### config.mk
export PLATFORM = sky130hd
export DESIGN_NAME = canopen_nmt_error_control
export DESIGN_NICKNAME = d
export VERILOG_FILES = /design/src/verilog/nmt_pkg.sv /design/src/verilog/ms_tick.sv /design/src/verilog/ms_timer.sv /design/src/verilog/canopen_nmt_error_control.sv
export VERILOG_INCLUDE_DIRS = /design/src /design/src/verilog
export SDC_FILE = /design/constraint.sdc
export NUM_CORES = 1
export LEC_CHECK = 0
export BUFFER_PORTS_ARGS = -buffer_cell sky130_fd_sc_hd__buf_2
export CAP_MARGIN = 20
export CELL_PAD_IN_SITES_DETAIL_PLACEMENT = 1
export CELL_PAD_IN_SITES_GLOBAL_PLACEMENT = 1
export CORE_UTILIZATION = 46
export DETAILED_ROUTE_END_ITERATION = 12
export GPL_TIMING_DRIVEN = 0
export HOLD_SLACK_MARGIN = 0.06
export PLACE_DENSITY_LB_ADDON = 0.1
export SYNTH_ARGS = -nofsm -noshare
export SYNTH_HDL_FRONTEND = slang
export SYNTH_SLANG_ARGS = --single-unit
### constraint.sdc
create_clock -name clk -period 6.35 [get_ports clk]
set_input_delay 0.635 -clock clk [delete_from_list [all_inputs] [get_ports clk]]
set_output_delay 0.635 -clock clk [all_outputs]
set_load 0.1 [all_outputs]
### src/verilog/nmt_params.svh
/*
  Constants of the network-management and error-control block: identifiers,
  command codes, state codes, object indices, reset values and timing counts.
  Assumes a 50 MHz node clock and a millisecond time base derived from it.
*/
`ifndef NMT_PARAMS_SVH
`define NMT_PARAMS_SVH

`define ID_NMT           11'h000
`define ID_ERRCTL_BASE   11'h700
`define CS_START         8'h01
`define CS_STOP          8'h02
`define CS_PREOP         8'h80
`define CS_RESET_APP     8'h81
`define CS_RESET_COMM    8'h82
`define ST_BOOT          7'h00
`define ST_STOPPED       7'h04
`define ST_OPER          7'h05
`define ST_PREOP         7'h7F
`define TOGGLE_BIT       7
`define OBJ_HB_PERIOD    16'h1017
`define OBJ_GUARD_TIME   16'h100C
`define OBJ_LIFE_FACTOR  16'h100D
`define HB_PERIOD_RESET  16'h0000
`define GUARD_RESET      16'h0000
`define LIFE_RESET       8'h00
`define CLK_HZ           50000000
`define TICK_MS          1
`define TICK_CYCLES      ((`CLK_HZ / 1000) * `TICK_MS)
`define INIT_CYCLES      16

`endif

### src/verilog/nmt_pkg.sv
/*
  Types of the network-management block: node states and frame carriers.
  Assumes the constants header is included by every user.
*/
package nmt_pkg;

  typedef enum logic [3:0] {
    S_INIT    = 4'b0001,
    S_PREOP   = 4'b0010,
    S_OPER    = 4'b0100,
    S_STOPPED = 4'b1000
  } node_state_t;

  typedef struct packed {
    logic [10:0] id;
    logic        rtr;
    logic [3:0]  dlc;
    logic [7:0]  data0;
    logic [7:0]  data1;
  } can_frame_t;

  typedef struct packed {
    logic [15:0] index;
    logic [15:0] data;
  } obj_write_t;

endpackage

### src/verilog/ms_tick.sv
/*
  Millisecond tick generator from the node clock.
  Assumes clk at 50 MHz and a global clock enable.
*/
`include "nmt_params.svh"
`timescale 1ns/100ps
`default_nettype none
module ms_tick
  import nmt_pkg::*;
(
  // Clock and control
  input  wire logic clk,
  input  wire logic rst,
  input  wire logic ce,
  // Tick out
  output logic      tick
);

  localparam int unsigned TC = `TICK_CYCLES;
  logic [15:0] count;

  always_ff @(posedge clk or posedge rst) begin
    if (rst) begin
      count <= 16'h0000;
      tick  <= 1'b0;
    end else if (ce) begin
      tick <= (count == 16'(TC - 1));
      if (count == 16'(TC - 1)) begin
        count <= 16'h0000;
      end else begin
        count <= count + 16'h0001;
      end
    end
  end

endmodule
`default_nettype wire

### src/verilog/ms_timer.sv
/*
  Millisecond down-counter with restart and expiry pulse.
  Assumes a one-cycle millisecond tick input.
*/
`include "nmt_params.svh"
`timescale 1ns/100ps
`default_nettype none
module ms_timer
  import nmt_pkg::*;
(
  // Clock and control
  input  wire logic        clk,
  input  wire logic        rst,
  input  wire logic        ce,
  input  wire logic        tick,
  // Control
  input  wire logic        start,
  input  wire logic        stop,
  input  wire logic [23:0] period,
  // Status
  output logic             expired
);

  logic [23:0] remain;
  logic        running;

  always_ff @(posedge clk or posedge rst) begin
    if (rst) begin
      remain  <= 24'h00_0000;
      running <= 1'b0;
      expired <= 1'b0;
    end else if (ce) begin
      expired <= 1'b0;
      if (stop) begin
        running <= 1'b0;
      end else if (start) begin
        remain  <= period;
        running <= (period != 24'h00_0000);
      end else if (running && tick) begin
        if (remain <= 24'h00_0001) begin
          expired <= 1'b1;
          remain  <= period;
        end else begin
          remain <= remain - 24'h00_0001;
        end
      end
    end
  end

endmodule
`default_nettype wire

### src/verilog/canopen_nmt_error_control.sv
/*
  Network state machine, announcement, heartbeat producer and node-guarding
  of a CAN node. Receives decoded frames one per cycle from a CAN controller,
  requests transmit frames with a valid/ready handshake, and takes object
  writes for the error-control objects from the service-data layer.
  Assumes the master spaces network commands adequately.
*/
`include "nmt_params.svh"
`timescale 1ns/100ps
`default_nettype none
module canopen_nmt_error_control
  import nmt_pkg::*;
(
  // Clock and control
  input  wire logic        clk,
  input  wire logic        rst,
  input  wire logic        ce,
  // Node configuration
  input  wire logic [6:0]  nodeId,
  input  wire logic        saveBusy,
  // Received frames
  input  wire can_frame_t  rxFrame,
  input  wire logic        rxValid,
  // Object writes and reads
  input  wire obj_write_t  objWrite,
  input  wire logic        objWriteValid,
  input  wire logic [15:0] objReadIndex,
  output logic [15:0]      objReadData,
  // Transmit request
  output can_frame_t       txFrame,
  output logic             txValid,
  input  wire logic        txReady,
  // State and permissions
  output logic [6:0]       nodeStateCode,
  output logic             sdoEnable,
  output logic             pdoEnable,
  output logic             appResetPulse,
  output logic             commResetPulse,
  output logic             guardError
);

  ////////////////////////////////////////////////////////////////////////
  function automatic logic addressedToMe(input can_frame_t f, input logic [6:0] nid);
    addressedToMe = (f.id == `ID_NMT) && !f.rtr && (f.dlc == 4'h2) &&
                    ((f.data1 == 8'h00) || (f.data1 == {1'b0, nid}));
  endfunction

  function automatic logic [6:0] stateCode(input node_state_t s);
    case (s)
      S_PREOP:   stateCode = `ST_PREOP;
      S_OPER:    stateCode = `ST_OPER;
      S_STOPPED: stateCode = `ST_STOPPED;
      default:   stateCode = `ST_BOOT;
    endcase
  endfunction

  ////////////////////////////////////////////////////////////////////////
  node_state_t state;
  node_state_t next_state;
  logic [4:0]  initCount;
  logic        bootPending;
  logic        pendAppReset;
  logic        toggleFlag;
  logic        guardArmed;
  logic        hbPending;
  logic        guardPending;
  logic [15:0] hbPeriod;
  logic [15:0] guardTime;
  logic [7:0]  lifeFactor;
  logic        tick;
  logic        hbExpired;
  logic        guardExpired;
  logic        isCmd;
  logic        doAppReset;
  logic        doCommReset;
  logic        guardReq;
  logic        hbEnabled;
  logic        guardEnabled;
  logic        bootSent;
  logic        sentFrame;
  logic [23:0] guardPeriod;
  logic        hbRestart;

  assign isCmd        = rxValid && addressedToMe(rxFrame, nodeId);
  assign doCommReset  = isCmd && (rxFrame.data0 == `CS_RESET_COMM);
  assign doAppReset   = pendAppReset && !saveBusy;
  assign hbEnabled    = (hbPeriod != 16'h0000);
  assign guardEnabled = (guardPeriod != 24'h00_0000) && !hbEnabled;
  assign guardPeriod  = 24'(guardTime * lifeFactor);
  assign guardReq     = rxValid && rxFrame.rtr &&
                        (rxFrame.id == (`ID_ERRCTL_BASE + {4'h0, nodeId}));
  assign sentFrame    = txValid && txReady;
  assign bootSent     = sentFrame && bootPending;

  ////////////////////////////////////////////////////////////////////////
  ms_tick u_tick (
    .clk  (clk),
    .rst  (rst),
    .ce   (ce),
    .tick (tick)
  );

  ms_timer u_hb_timer (
    .clk     (clk),
    .rst     (rst),
    .ce      (ce),
    .tick    (tick),
    .start   (bootSent || (sentFrame && hbPending) || hbRestart),
    .stop    (!hbEnabled || (state == S_INIT && !bootSent)),
    .period  ({8'h00, hbPeriod}),
    .expired (hbExpired)
  );

  ms_timer u_guard_timer (
    .clk     (clk),
    .rst     (rst),
    .ce      (ce),
    .tick    (tick),
    .start   (guardReq && guardEnabled),
    .stop    (!guardEnabled || state == S_INIT),
    .period  (guardPeriod),
    .expired (guardExpired)
  );

  ////////////////////////////////////////////////////////////////////////
  // Network state machine
  always_comb begin
    next_state = state;
    case (state)
      S_INIT: begin
        if (bootSent) begin
          next_state = S_PREOP;
        end
      end
      S_PREOP, S_OPER, S_STOPPED: begin
        if (doCommReset || doAppReset) begin
          next_state = S_INIT;
        end else if (isCmd) begin
          case (rxFrame.data0)
            `CS_START: next_state = S_OPER;
            `CS_PREOP: next_state = S_PREOP;
            `CS_STOP:  next_state = S_STOPPED;
            default:   next_state = state;
          endcase
        end
      end
      default: next_state = S_INIT;
    endcase
  end

  always_ff @(posedge clk or posedge rst) begin
    if (rst) begin
      state <= S_INIT;
    end else if (ce) begin
      state <= next_state;
    end
  end

  // Deferred application reset
  always_ff @(posedge clk or posedge rst) begin
    if (rst) begin
      pendAppReset <= 1'b0;
    end else if (ce) begin
      if (doAppReset || state == S_INIT) begin
        pendAppReset <= 1'b0;
      end else if (isCmd && rxFrame.data0 == `CS_RESET_APP) begin
        pendAppReset <= 1'b1;
      end
    end
  end

  // Initialisation delay and announcement request
  always_ff @(posedge clk or posedge rst) begin
    if (rst) begin
      initCount   <= 5'd0;
      bootPending <= 1'b0;
    end else if (ce) begin
      if (state != S_INIT) begin
        initCount   <= 5'd0;
        bootPending <= 1'b0;
      end else if (bootSent) begin
        bootPending <= 1'b0;
      end else if (initCount == 5'(`INIT_CYCLES)) begin
        bootPending <= 1'b1;
      end else begin
        initCount <= initCount + 5'd1;
      end
    end
  end

  // Heartbeat and guarding requests; set wins over the clear by send
  always_ff @(posedge clk or posedge rst) begin
    if (rst) begin
      hbPending    <= 1'b0;
      guardPending <= 1'b0;
    end else if (ce) begin
      if (state == S_INIT || !hbEnabled) begin
        hbPending <= 1'b0;
      end else if (hbExpired) begin
        hbPending <= 1'b1;
      end else if (sentFrame && !bootPending) begin
        hbPending <= 1'b0;
      end
      if (state == S_INIT || !guardEnabled) begin
        guardPending <= 1'b0;
      end else if (guardReq) begin
        guardPending <= 1'b1;
      end else if (sentFrame && !hbPending) begin
        guardPending <= 1'b0;
      end
    end
  end

  // Toggle flag and supervision arm
  always_ff @(posedge clk or posedge rst) begin
    if (rst) begin
      toggleFlag <= 1'b0;
      guardArmed <= 1'b0;
    end else if (ce) begin
      if (doCommReset || doAppReset) begin
        toggleFlag <= 1'b0;
        guardArmed <= 1'b0;
      end else begin
        if (sentFrame && guardPending && !hbPending && !bootPending) begin
          toggleFlag <= !toggleFlag;
        end
        if (guardReq && guardEnabled) begin
          guardArmed <= 1'b1;
        end
      end
    end
  end

  // Transmit frame; no frame answers a network command
  always_ff @(posedge clk or posedge rst) begin
    if (rst) begin
      txValid <= 1'b0;
      txFrame <= '0;
    end else if (ce) begin
      if (sentFrame) begin
        txValid <= 1'b0;
      end else if (!txValid && (bootPending || hbPending || guardPending)) begin
        txValid       <= 1'b1;
        txFrame.id    <= `ID_ERRCTL_BASE + {4'h0, nodeId};
        txFrame.rtr   <= 1'b0;
        txFrame.dlc   <= 4'h1;
        txFrame.data1 <= 8'h00;
        if (bootPending) begin
          txFrame.data0 <= 8'h00;
        end else if (hbPending) begin
          txFrame.data0 <= {1'b0, stateCode(state)};
        end else begin
          txFrame.data0 <= {toggleFlag, stateCode(state)};
        end
      end
    end
  end

  // Error-control objects
  always_ff @(posedge clk or posedge rst) begin
    if (rst) begin
      hbPeriod   <= `HB_PERIOD_RESET;
      guardTime  <= `GUARD_RESET;
      lifeFactor <= `LIFE_RESET;
    end else if (ce && objWriteValid) begin
      case (objWrite.index)
        `OBJ_HB_PERIOD:   hbPeriod   <= objWrite.data;
        `OBJ_GUARD_TIME:  guardTime  <= objWrite.data;
        `OBJ_LIFE_FACTOR: lifeFactor <= objWrite.data[7:0];
        default:          hbPeriod   <= hbPeriod;
      endcase
    end
  end

  // Period write restarts heartbeat timing with the new value
  always_ff @(posedge clk or posedge rst) begin
    if (rst) begin
      hbRestart <= 1'b0;
    end else if (ce) begin
      hbRestart <= objWriteValid && (objWrite.index == `OBJ_HB_PERIOD);
    end
  end

  // Registered outputs
  always_ff @(posedge clk or posedge rst) begin
    if (rst) begin
      objReadData    <= 16'h0000;
      nodeStateCode  <= `ST_BOOT;
      sdoEnable      <= 1'b0;
      pdoEnable      <= 1'b0;
      appResetPulse  <= 1'b0;
      commResetPulse <= 1'b0;
      guardError     <= 1'b0;
    end else if (ce) begin
      case (objReadIndex)
        `OBJ_HB_PERIOD:   objReadData <= hbPeriod;
        `OBJ_GUARD_TIME:  objReadData <= guardTime;
        `OBJ_LIFE_FACTOR: objReadData <= {8'h00, lifeFactor};
        default:          objReadData <= 16'h0000;
      endcase
      nodeStateCode  <= stateCode(next_state);
      sdoEnable      <= (next_state == S_PREOP) || (next_state == S_OPER);
      pdoEnable      <= (next_state == S_OPER);
      appResetPulse  <= doAppReset;
      commResetPulse <= doCommReset || doAppReset;
      if (guardExpired && guardArmed) begin
        guardError <= 1'b1;
      end else if (doCommReset || doAppReset) begin
        guardError <= 1'b0;
      end
    end
  end

endmodule
`default_nettype wire

==> results of run 1 <==
## cells by family after synthesis
kind of cell / Yosys count
xor+xnor: 49
compound gates: 272
mux: 79
buf+inv: 209
other cells: 1
flops: 161
fa+ha+maj: 135
simple gates: 526
## cells in the mapped netlist (27+ instances only)
| master | instances |
|---|---|
| mux2i_1 | 30 |
| dfrtp_1 | 160 |
| inv_1 | 123 |
| ha_1 | 51 |
| clkbuf_1 | 40 |
| a21oi_1 | 88 |
| nor3_1 | 42 |
| and2_1 | 113 |
| nand3_1 | 29 |
| nand2_1 | 109 |
| o21ai_0 | 59 |
| fa_1 | 84 |
| nor2_1 | 105 |
| mux2_2 | 49 |
| buf_4 | 27 |
## worst min path at each step
| stage | to | start | slack, ns |
|---|---|---|---|
| after global placement | pendAppReset | pendAppReset | 0.45 |
| final | u_tick.count[11] | rst | 0.16 |
| after global routing | u_tick.count[11] | rst | 0.20 |
| after floorplan | u_hb_timer.remain[14] | u_hb_timer.remain[14] | 0.44 |
| after CTS | u_tick.count[11] | rst | 0.18 |
| after detailed placement | hbRestart | hbRestart | 0.47 |
## cells in the final DEF (no fill, tap or decap), drive strengths merged, types with 26 or more instances in the layout
cell and count:
nand2 109, fa 84, dfrtp 160, mux2 49, and2 113, nand3 29
nor2 105, nor3 42, a21oi 90, clkbuf 54, o21ai 64, mux2i 30
buf 196, ha 51, xor2 26, inv 132
## critical path, stage by stage (launching register included)
cell,delay [ns]
dfrtp_2,0.44
clkbuf_4,0.24
nand2_1,0.10
fa_1,0.53
fa_1,0.55
inv_1,0.05
fa_1,0.47
inv_1,0.05
fa_1,0.48
inv_1,0.04
ha_1,0.35
a21o_1,0.25
o21bai_4,0.23
o221a_1,0.33
or3_1,0.36
nand4_1,0.21
nor4b_4,0.32
nand2_2,0.17
o21ai_2,0.20
buf_6,0.17
buf_8,0.16
mux2i_1,0.22
o22ai_1,0.11
## where the power goes
| part | switching (mW) | internal, mW |
|---|---|---|
| sequential | 0.0350 | 1.06 |
| combinational | 0.286 | 0.0974 |
| clock | 0.500 | 0.522 |
| total | 0.821 | 1.68 |
## flip-flops by register name, summed over array words and instances (netlist names), 2 cells and up
signal and cells:
hbPeriod 16, initCount 5, nodeStateCode 2, lifeFactor 8
u_guard_timer.remain 24, u_tick.count 16, u_hb_timer.remain 24, objReadData 16
guardTime 16, txFrame 12, state 4
## timing repair
item / in CTS / in global routing
pin swaps: 2 / 5
setup buffers: 1 / 9
endpoints found under the setup margin: 27 / 26
hold endpoints to repair: 0 / 0
gates cloned: 0 / 1
resized for setup: 20 / 32
## cell type report
cell class | count | area [µm²] | area share [%]
multi-input combinational | 1074 | 8250 | 54.7
sequential | 161 | 4040 | 26.8
timing repair buffer | 153 | 813 | 5.39
buffer | 79 | 474 | 3.14
inverter | 124 | 473 | 3.13
tap | 378 | 473 | 3.13
clock buffer | 18 | 429 | 2.84
clock inverter | 14 | 140 | 0.929
## routing by layer
metal	global-route usage, %	vias up
met5	0	-
met4	7.29	0
met3	3.08	47
met2	47.0	200
met1	36.6	5766
li1	-	5253
## through the flow
step           TNS (ns)  utilization [%]  cell area (µm²)  hold WS (ns)
2_1_floorplan         0                -            13100         0.443
3_3_place_gp    -117.57             51.3            14300         0.450
3_5_place_dp      -8.47             51.5            14300         0.471
4_1_cts               0             53.7            15000         0.180
5_1_grt         -0.0730             54.2            15100         0.201
6_report              0             54.2            15100         0.163
==> results.sh, run 1 <==
export IMPL_status="completed"
export IMPL_setup_slack_ns=0.181
export IMPL_rows=61
export IMPL_initial_utilization_pct=46.9
export IMPL_synthXorXnorAreaFrac_pct=3.28
export IMPL_syn2layout_area_growth_pct=15.4
export IMPL_total_power_mw=2.50
export IMPL_grt_overflow_total=0
export IMPL_dp_hpwl_mm=29.5
export IMPL_routed_wl_mm=38.5
export IMPL_grt_use_total_pct=27.4
export IMPL_vias=11300
export IMPL_io_pins=155
export IMPL_setup_viol=0
export IMPL_crit_type="reg2reg"
export IMPL_cts_tree="built"
export IMPL_cts_num_sinks=161
export IMPL_synth_top_cell_area_share_pct=30.6
export IMPL_ys_ff_latch=161
export IMPL_die_y_um=171
export IMPL_worstPathArrival_ns=6.48
export IMPL_leakage_nw=7.60
export IMPL_min_period_ns=6.17
export IMPL_cp_max_fo=10
export IMPL_holdBufCountCts=0
export IMPL_timing_final_crit_share_pct=97.2
export IMPL_syn_area_um2=13100
export IMPL_drtIter0Drc=666
export IMPL_grt_max_degree=113
export IMPL_finClkSkew_ns=0.0106
export IMPL_cp_startpoint="lifeFactor[3]"
export IMPL_relSlewSlack_pct=30.9
export IMPL_synth_distinct_cells=77
export IMPL_hp_class="in2async"
export IMPL_met3_length_um=988
export IMPL_place_ws_ns=-0.406
export IMPL_ys_async_sr_fraction_pct=100
export IMPL_timing_rr_end="u_guard_timer.remain[19]"
export IMPL_finalWeightedCongestion=0.919
export IMPL_muxShareOfSynthArea_pct=6.52
export IMPL_postSynthAreaPerCell_um2=9.13
export IMPL_synth_seq_area_share_pct=30.8
export IMPL_cts_path_max_buffers=2
export IMPL_regToRegStartpoint="lifeFactor[3]"
export IMPL_synth_top_family_by_area="simple AND/OR/NAND/NOR gates"
export IMPL_max_vdd_ir_drop_uv=269
export IMPL_antennaDiodeCount=0
export IMPL_rr_worst_depth=22
export IMPL_drv_slew=0
export IMPL_synth_compound_area_share_pct=13.4
export IMPL_worst_pin_slew_ns=1.03
export IMPL_endpoint="u_guard_timer.remain[19]"
export IMPL_final_antenna_net_count=0
export IMPL_synth_ff_type="dfrtp_1"
export IMPL_die_area_um2=29100
export IMPL_cts_buffers=17
export IMPL_dpl_cell_count=1964
export IMPL_stdcell_count=2001
export IMPL_worstPathRequired_ns=6.66
export IMPL_io_buffers=139
export IMPL_synth_area_leader_cell="dfrtp_1"
export IMPL_synth_fa_ha_area_share_pct=17.7
export IMPL_cts_htree_levels=4
export IMPL_post_synth_and_or_nand_nor_area_fraction_pct=21.1
export IMPL_drc=0
export IMPL_path_clk_slew_ns=0.08
export IMPL_final_nets=1839
export IMPL_synth_edf_count=0
export IMPL_hold_violations=0
export IMPL_end_kind="flip-flop"
export IMPL_ys_top_cells_by_area="dfrtp_1 (31%), fa_1 (13%), and2_1 (5.4%)"
export IMPL_cap_violations=0
export IMPL_start_kind="flip-flop"
export IMPL_nFillCells=3292
export IMPL_die_width_um=171
export IMPL_viasPerCell=5.63
export IMPL_wl_per_cell_um=19.2
export IMPL_met1Wirelength_mm=17.6
export IMPL_antenna_found_initial=0
export IMPL_root_buffer="clkbuf_16"
export IMPL_grt_first_pass_wirelength_mm=61.9
export IMPL_syn_inst=1432
export IMPL_grt_pass1_vias=11600
export IMPL_clock_latency_ns=0.45
export IMPL_drive_gt1_share_pct=20.1
export IMPL_wl_met2_mm=19.3
export IMPL_fmax_mhz=162
export IMPL_firstDrtPassIters=5
export IMPL_fp_coreArea_um2=27900
export IMPL_p_per_area_nw_per_um2=166
export IMPL_top_layer="met4"
export IMPL_rrSetupSlack_ns=0.18
export IMPL_ys_warn_count=0
(Power assumes the default switching activity.)
==> run 2: changes to the inputs <==
--- a/config.mk
+++ b/config.mk
@@ -17,2 +17,3 @@
 export PLACE_DENSITY_LB_ADDON = 0.1
+export SLEW_MARGIN = 20
 export SYNTH_ARGS = -nofsm -noshare
==> constraint.sdc (replaced) <==
create_clock -name clk -period 6.95 [get_ports clk]
set_input_delay 1.39 -clock clk [delete_from_list [all_inputs] [get_ports clk]]
set_output_delay 1.39 -clock clk [all_outputs]
set_load 0.1 [all_outputs]
==> run 2 against run 1 <==
Net effect:
- fmax fell by 5.6%
- clock-buffer cell count stayed put
- clock skew increased by 0.010 ns
- total power decreased by 5.8%
- sequential share of layout area grew 0.15 points
- global-route usage about the same
- worst hold slack better by 0.31 ns
- via count decreased by 0.63%
==> results.sh, run 2 (same netlist as run 1, synthesis figures left out) <==
export IMPL_cp_max_fo=10
export IMPL_viasPerCell=5.61
export IMPL_antenna_found_initial=0
export IMPL_path_clk_slew_ns=0.08
export IMPL_design_area_um2=15000
export IMPL_layout_common_cells="dfrtp_1 (160), buf_2 (148), inv_1 (122)"
export IMPL_crit_type="reg2reg"
export IMPL_initial_utilization_pct=46.9
export IMPL_grt_use_total_pct=27.4
export IMPL_pwr_share_clk_pct=42.6
export IMPL_die_y_um=171
export IMPL_vias=11200
export IMPL_cp_depth=22
export IMPL_layout_commonest_cell="dfrtp_1"
export IMPL_cts_path_max_buffers=2
export IMPL_drc=0
export IMPL_regToRegStartpoint="lifeFactor[2]"
export IMPL_max_vdd_ir_drop_uv=125
export IMPL_end_kind="flip-flop"
export IMPL_drtIter0Drc=580
export IMPL_cp_slowest_stage_delay_ns=0.55
export IMPL_timing_rr_end="u_guard_timer.remain[19]"
export IMPL_routed_wl_mm=38.2
export IMPL_leakage_nw=7.58
export IMPL_rr_worst_depth=22
export IMPL_grt_overflow_total=0
export IMPL_die_area_um2=29100
export IMPL_worstPathRequired_ns=7.24
export IMPL_cts_tree="built"
export IMPL_drv_slew=0
export IMPL_firstDrtPassIters=6
export IMPL_hp_class="reg2reg"
export IMPL_min_period_ns=6.54
export IMPL_p_per_area_nw_per_um2=158
export IMPL_drive_gt1_share_pct=18.3
export IMPL_final_antenna_net_count=0
export IMPL_dp_hpwl_mm=29.5
export IMPL_syn2layout_area_growth_pct=14.5
export IMPL_path_cells="clkbuf_2 -> nand2_1 -> fa_1 -> fa_1 -> inv_1 -> fa_1 -> inv_1 -> fa_1 -> inv_1 -> ha_1 -> a21o_1 -> a21oi_1 -> a21boi_1 -> nor4_1 -> o211ai_1 -> nor4_2 -> nand2_1 -> o21ai_2 -> buf_6 -> buf_8 -> mux2i_1 -> o22ai_1"
export IMPL_reg_top3="u_guard_timer.remain x24, u_hb_timer.remain x24"
export IMPL_final_nets=1832
export IMPL_cts_num_sinks=161
export IMPL_finalWeightedCongestion=0.919
export IMPL_start_kind="flip-flop"
export IMPL_hold_violations=0
export IMPL_crit_path_top_delay_cell="fa_1"
export IMPL_critPathBufInv=6
export IMPL_crit_family="adder cells"
export IMPL_switching_share_pct=32.5
export IMPL_io_pins=155
export IMPL_die_width_um=171
export IMPL_holdWs_ns=0.476
export IMPL_cts_buffers=17
export IMPL_rows=61
export IMPL_fp_coreArea_um2=27900
export IMPL_setup_viol=0
export IMPL_relSlewSlack_pct=22.2
export IMPL_p_int_mw=1.59
export IMPL_endpoint="u_guard_timer.remain[19]"
export IMPL_pwr_share_comb_pct=14.9
export IMPL_cts_htree_levels=4
export IMPL_worstPathArrival_ns=6.83
export IMPL_fmax_mhz=153
export IMPL_ctsResizeCount=0
export IMPL_clock_latency_ns=0.44
export IMPL_finClkSkew_ns=0.0207
export IMPL_cp_startpoint="lifeFactor[2]"
export IMPL_worst_pin_slew_ns=1.16
export IMPL_p_switching_mw=0.766
export IMPL_grt_max_degree=86
export IMPL_root_buffer="clkbuf_16"
export IMPL_postCtsSetupBuffers=0
export IMPL_wl_per_cell_um=19.1
export IMPL_grt_pass1_vias=11600
export IMPL_setup_tns_ns=0
export IMPL_crit_top_cell="fa_1"
export IMPL_antennaDiodeCount=0
export IMPL_io_buffers=139
export IMPL_seqPwrFrac_pct=42.5
export IMPL_holdBufCountCts=0
export IMPL_nFillCells=3291
export IMPL_grt_first_pass_wirelength_mm=62.1
export IMPL_timing_final_crit_share_pct=94.1
export IMPL_cap_violations=0
export IMPL_status="completed"
export IMPL_place_area_um2=14300
export IMPL_rsz0062_at_grt="no"
export IMPL_rrSetupSlack_ns=0.41
==> run 2: cell types whose count changed in the layout (fill, tap and decap cells not counted), sizes merged <==
cell and delta:
inv +1, buf -11, clkinv +2, bufinv +1, clkinvlp -4, clkbuf +4
==> run 2: power by group through the flow <==
stage	clock [mW]	sequential, mW	combinational (mW)
2_1_floorplan	0	1.09	0.190
3_3_place_gp	0	1.02	0.342
4_1_cts	1.02	1.00	0.354
6_report	1.00	1.00	0.352
3_5_place_dp	0	1.02	0.353
5_1_grt	1.06	1.01	0.380
==> run 2: final cells by class <==
| type | count | area [µm²] | share of cell area (%) |
|---|---|---|---|
| buffer | 85 | 477 | 3.18 |
| clock buffer | 18 | 439 | 2.93 |
| timing repair buffer | 140 | 723 | 4.83 |
| multi-input combinational | 1074 | 8170 | 54.6 |
| inverter | 124 | 473 | 3.16 |
| tap | 378 | 473 | 3.16 |
| clock inverter | 14 | 184 | 1.23 |
| sequential | 161 | 4030 | 26.9 |
==> run 2: stage by stage <==
stage	std cells	power, mW	util (%)	worst slack (ns)
2_1_floorplan	1444	1.28	-	1.21
3_3_place_gp	1961	1.36	51.3	-0.861
3_5_place_dp	1962	1.37	51.5	0.201
4_1_cts	1994	2.38	53.7	0.178
5_1_grt	1994	2.45	53.7	0.0266
6_report	1994	2.36	53.7	0.413
==> run 2: worst min-delay path by stage <==
stage                     startpoint  cells after the start                    end
4_1_cts                 pendAppReset                      1           pendAppReset
3_3_place_gp            pendAppReset                      1           pendAppReset
2_1_floorplan  u_hb_timer.remain[14]                      2  u_hb_timer.remain[14]
3_5_place_dp            pendAppReset                      1           pendAppReset
6_report                pendAppReset                      1           pendAppReset
5_1_grt               objReadData[9]                      1         objReadData[9]
==> run 2: worst register-to-register path, stage by stage, from the launching register on <==
cell	delay, ns
dfrtp_1	0.50
clkbuf_2	0.31
nand2_1	0.12
fa_1	0.54
fa_1	0.55
inv_1	0.05
fa_1	0.47
inv_1	0.05
fa_1	0.48
inv_1	0.04
ha_1	0.34
a21o_1	0.24
a21oi_1	0.30
a21boi_1	0.18
nor4_1	0.46
o211ai_1	0.19
nor4_2	0.46
nand2_1	0.25
o21ai_2	0.20
buf_6	0.19
buf_8	0.18
mux2i_1	0.22
o22ai_1	0.11
==> run 2: layer usage <==
layer / track usage [%] / routed length [µm] / vias up
li1: - / - / 5236
met1: 36.6 / 17300 / 5722
met2: 47.6 / 19300 / 205
met3: 2.68 / 1040 / 32
met4: 6.74 / 518 / 0
met5: 0 / 0 / -
==> run 3: changes to the inputs <==
- clock period: 6.95 -> 6.4 ns (I/O delays scaled with it)
==> run 3 against run 2 <==
Net effect:
- critical path depth fell by 1
- clock skew fell by 0.0023 ns
- final cell count barely moved
- sequential power rose by 9%
- first-iteration DRC count rose by 4.0%
- total power rose by 8.5%
- worst setup slack got worse by 0.21 ns
- flip-flop and latch count did not move
- critical endpoint is now u_guard_timer.remain[15]
- clock power rose by 9%
- design area rose by 0.89%
- core utilization rose by 0.48 points
- non-clock buffer count rose by 1
==> results.sh, run 3 (same netlist as run 1, synthesis figures left out) <==
export IMPL_status="completed"
export IMPL_finClkSkew_ns=0.0184
export IMPL_cp_startpoint="lifeFactor[2]"
export IMPL_dp_hpwl_mm=29.5
export IMPL_crit_type="reg2reg"
export IMPL_fp_coreArea_um2=27900
export IMPL_cts_buffers=17
export IMPL_antenna_found_initial=0
export IMPL_hold_violations=0
export IMPL_use_met3_pct=2.61
export IMPL_grt_use_total_pct=27.5
export IMPL_crit_path_top_delay_cell="fa_1"
export IMPL_critPathBufInv=5
export IMPL_path_clk_slew_ns=0.08
export IMPL_drtIter0Drc=603
export IMPL_die_area_um2=29100
export IMPL_hp_class="reg2reg"
export IMPL_clock_latency_ns=0.44
export IMPL_cp_max_fo=10
export IMPL_viasPerCell=5.60
export IMPL_p_per_area_nw_per_um2=169
export IMPL_relSlewSlack_pct=22.4
export IMPL_nFillCells=3277
export IMPL_cts_num_sinks=161
export IMPL_drive_gt1_share_pct=19.7
export IMPL_vias=11200
export IMPL_drv_slew=0
export IMPL_crit_family="adder cells"
export IMPL_worstPathArrival_ns=6.54
export IMPL_die_width_um=171
export IMPL_grt_first_pass_wirelength_mm=62.4
export IMPL_grtUsageMet1_pct=36.7
export IMPL_end_kind="flip-flop"
export IMPL_firstDrtPassIters=4
export IMPL_endpoint="u_guard_timer.remain[15]"
export IMPL_crit_top_cell="fa_1"
export IMPL_busiest_layer="met2"
export IMPL_grt_pass1_vias=11700
export IMPL_rr_worst_depth=21
export IMPL_layout_common_cells="dfrtp_1 (154), buf_2 (148), inv_1 (122)"
export IMPL_layout_commonest_cell="dfrtp_1"
export IMPL_worstPathRequired_ns=6.75
export IMPL_rows=61
export IMPL_cp_slowest_stage_delay_ns=0.53
export IMPL_die_y_um=171
export IMPL_min_period_ns=6.19
export IMPL_cp_depth=21
export IMPL_path_cells="clkbuf_4 -> and2_1 -> fa_1 -> fa_1 -> fa_1 -> inv_1 -> fa_1 -> inv_1 -> ha_1 -> buf_2 -> a21oi_2 -> o21ai_1 -> a2111o_1 -> nand3_1 -> nand4_1 -> nor4_1 -> nand4_1 -> o211ai_4 -> clkbuf_2 -> a21oi_1 -> o22ai_1"
export IMPL_syn2layout_area_growth_pct=15.5
export IMPL_setup_viol=0
export IMPL_final_antenna_net_count=0
export IMPL_cap_violations=0
export IMPL_final_nets=1833
export IMPL_total_power_mw=2.56
export IMPL_io_pins=155
export IMPL_max_vdd_ir_drop_uv=135
export IMPL_start_kind="flip-flop"
export IMPL_timing_rr_end="u_guard_timer.remain[15]"
export IMPL_io_buffers=139
export IMPL_rrSetupSlack_ns=0.21
export IMPL_initial_utilization_pct=46.9
export IMPL_holdBufCountCts=0
export IMPL_finalWeightedCongestion=0.919
export IMPL_grt_max_degree=86
export IMPL_cts_path_max_buffers=2
export IMPL_leakage_nw=7.62
export IMPL_wl_per_cell_um=19.3
export IMPL_routed_wl_mm=38.5
export IMPL_antennaDiodeCount=0
export IMPL_holdWs_ns=0.475
export IMPL_regToRegStartpoint="lifeFactor[2]"
export IMPL_reg_top3="u_guard_timer.remain x24, u_hb_timer.remain x24"
export IMPL_worst_pin_slew_ns=1.15
export IMPL_fmax_mhz=161
export IMPL_cts_tree="built"
export IMPL_grt_overflow_total=0
export IMPL_timing_final_crit_share_pct=96.8
export IMPL_drc=0
export IMPL_cts_htree_levels=4
export IMPL_use_met2_pct=47.7
export IMPL_root_buffer="clkbuf_16"
-- run 3: changes by cell type in the layout (fill, tap and decap cells not counted), moves of 2 or more --
cell / change
a211oi_1: -2
clkbuf_4: +5
clkbuf_1: -2
buf_4: +6
buf_1: -4
dfrtp_1: -6
o21ai_1: +4
o21ai_0: -4
clkbuf_2: -5
dfrtp_2: +6
-- run 3: how the worst min path moves through the flow --
stage                     startpoint                    end  slack [ns]  cells after the start
2_1_floorplan  u_hb_timer.remain[14]  u_hb_timer.remain[14]        0.44                      2
3_3_place_gp            pendAppReset           pendAppReset        0.45                      1
3_5_place_dp            pendAppReset           pendAppReset        0.47                      1
4_1_cts                 pendAppReset           pendAppReset        0.48                      1
5_1_grt               objReadData[9]         objReadData[9]        0.51                      1
6_report                pendAppReset           pendAppReset        0.47                      1
-- run 3: worst reg2reg max path: cells and delay by family, from the launching register on --
family                     cells  cell delay [ns]
AOI/OAI and AO/OA              6             1.37
DFF                            1             0.46
buffers and inverters          5             0.85
adders and majority gates      5             2.28
and+or+nand+nor                5             1.13
-- run 3: metal layers --
metal / vias to the layer above / part of all wire [%]
met3: 33 / 2.5
met5: - / 0
met4: 0 / 1.5
li1: 5233 / -
met2: 198 / 51
met1: 5713 / 45
-- run 3: where the power goes --
part | internal (mW) | switching, mW | total [mW]
registers | 1.05 | 0.0344 | 1.09
clock network | 0.579 | 0.511 | 1.09
logic | 0.0970 | 0.285 | 0.382
-- run 3: layout make-up --
type | instances | area [µm²] | share of cell area, %
Tap cell | 378 | 473 | 3.13
Clock buffer | 18 | 439 | 2.91
Inverter | 124 | 473 | 3.13
Multi-Input combinational cell | 1074 | 8250 | 54.6
Buffer | 80 | 478 | 3.16
Sequential cell | 161 | 4040 | 26.7
Timing Repair Buffer | 146 | 768 | 5.09
Clock inverter | 14 | 184 | 1.22
-- run 3: repair_timing --
action | in CTS | in global routing
resized for setup | 14 | 34
setup buffers | 1 | 5
pin swaps | 2 | 5
setup endpoints to repair | 26 | 26
-- run 3: through the flow --
stage          setup slack [ns]  TNS, ns  instances  util [%]  area (µm²)
6_report                  0.206        0       1995      54.2       15100
5_1_grt                 -0.0148  -0.0451       1995      54.2       15100
4_1_cts                 0.00453        0       1995      53.9       15000
3_5_place_dp             -0.349    -6.92       1962      51.5       14300
3_3_place_gp              -1.30  -211.47       1961      51.3       14300
2_1_floorplan             0.773        0       1444         -       13100
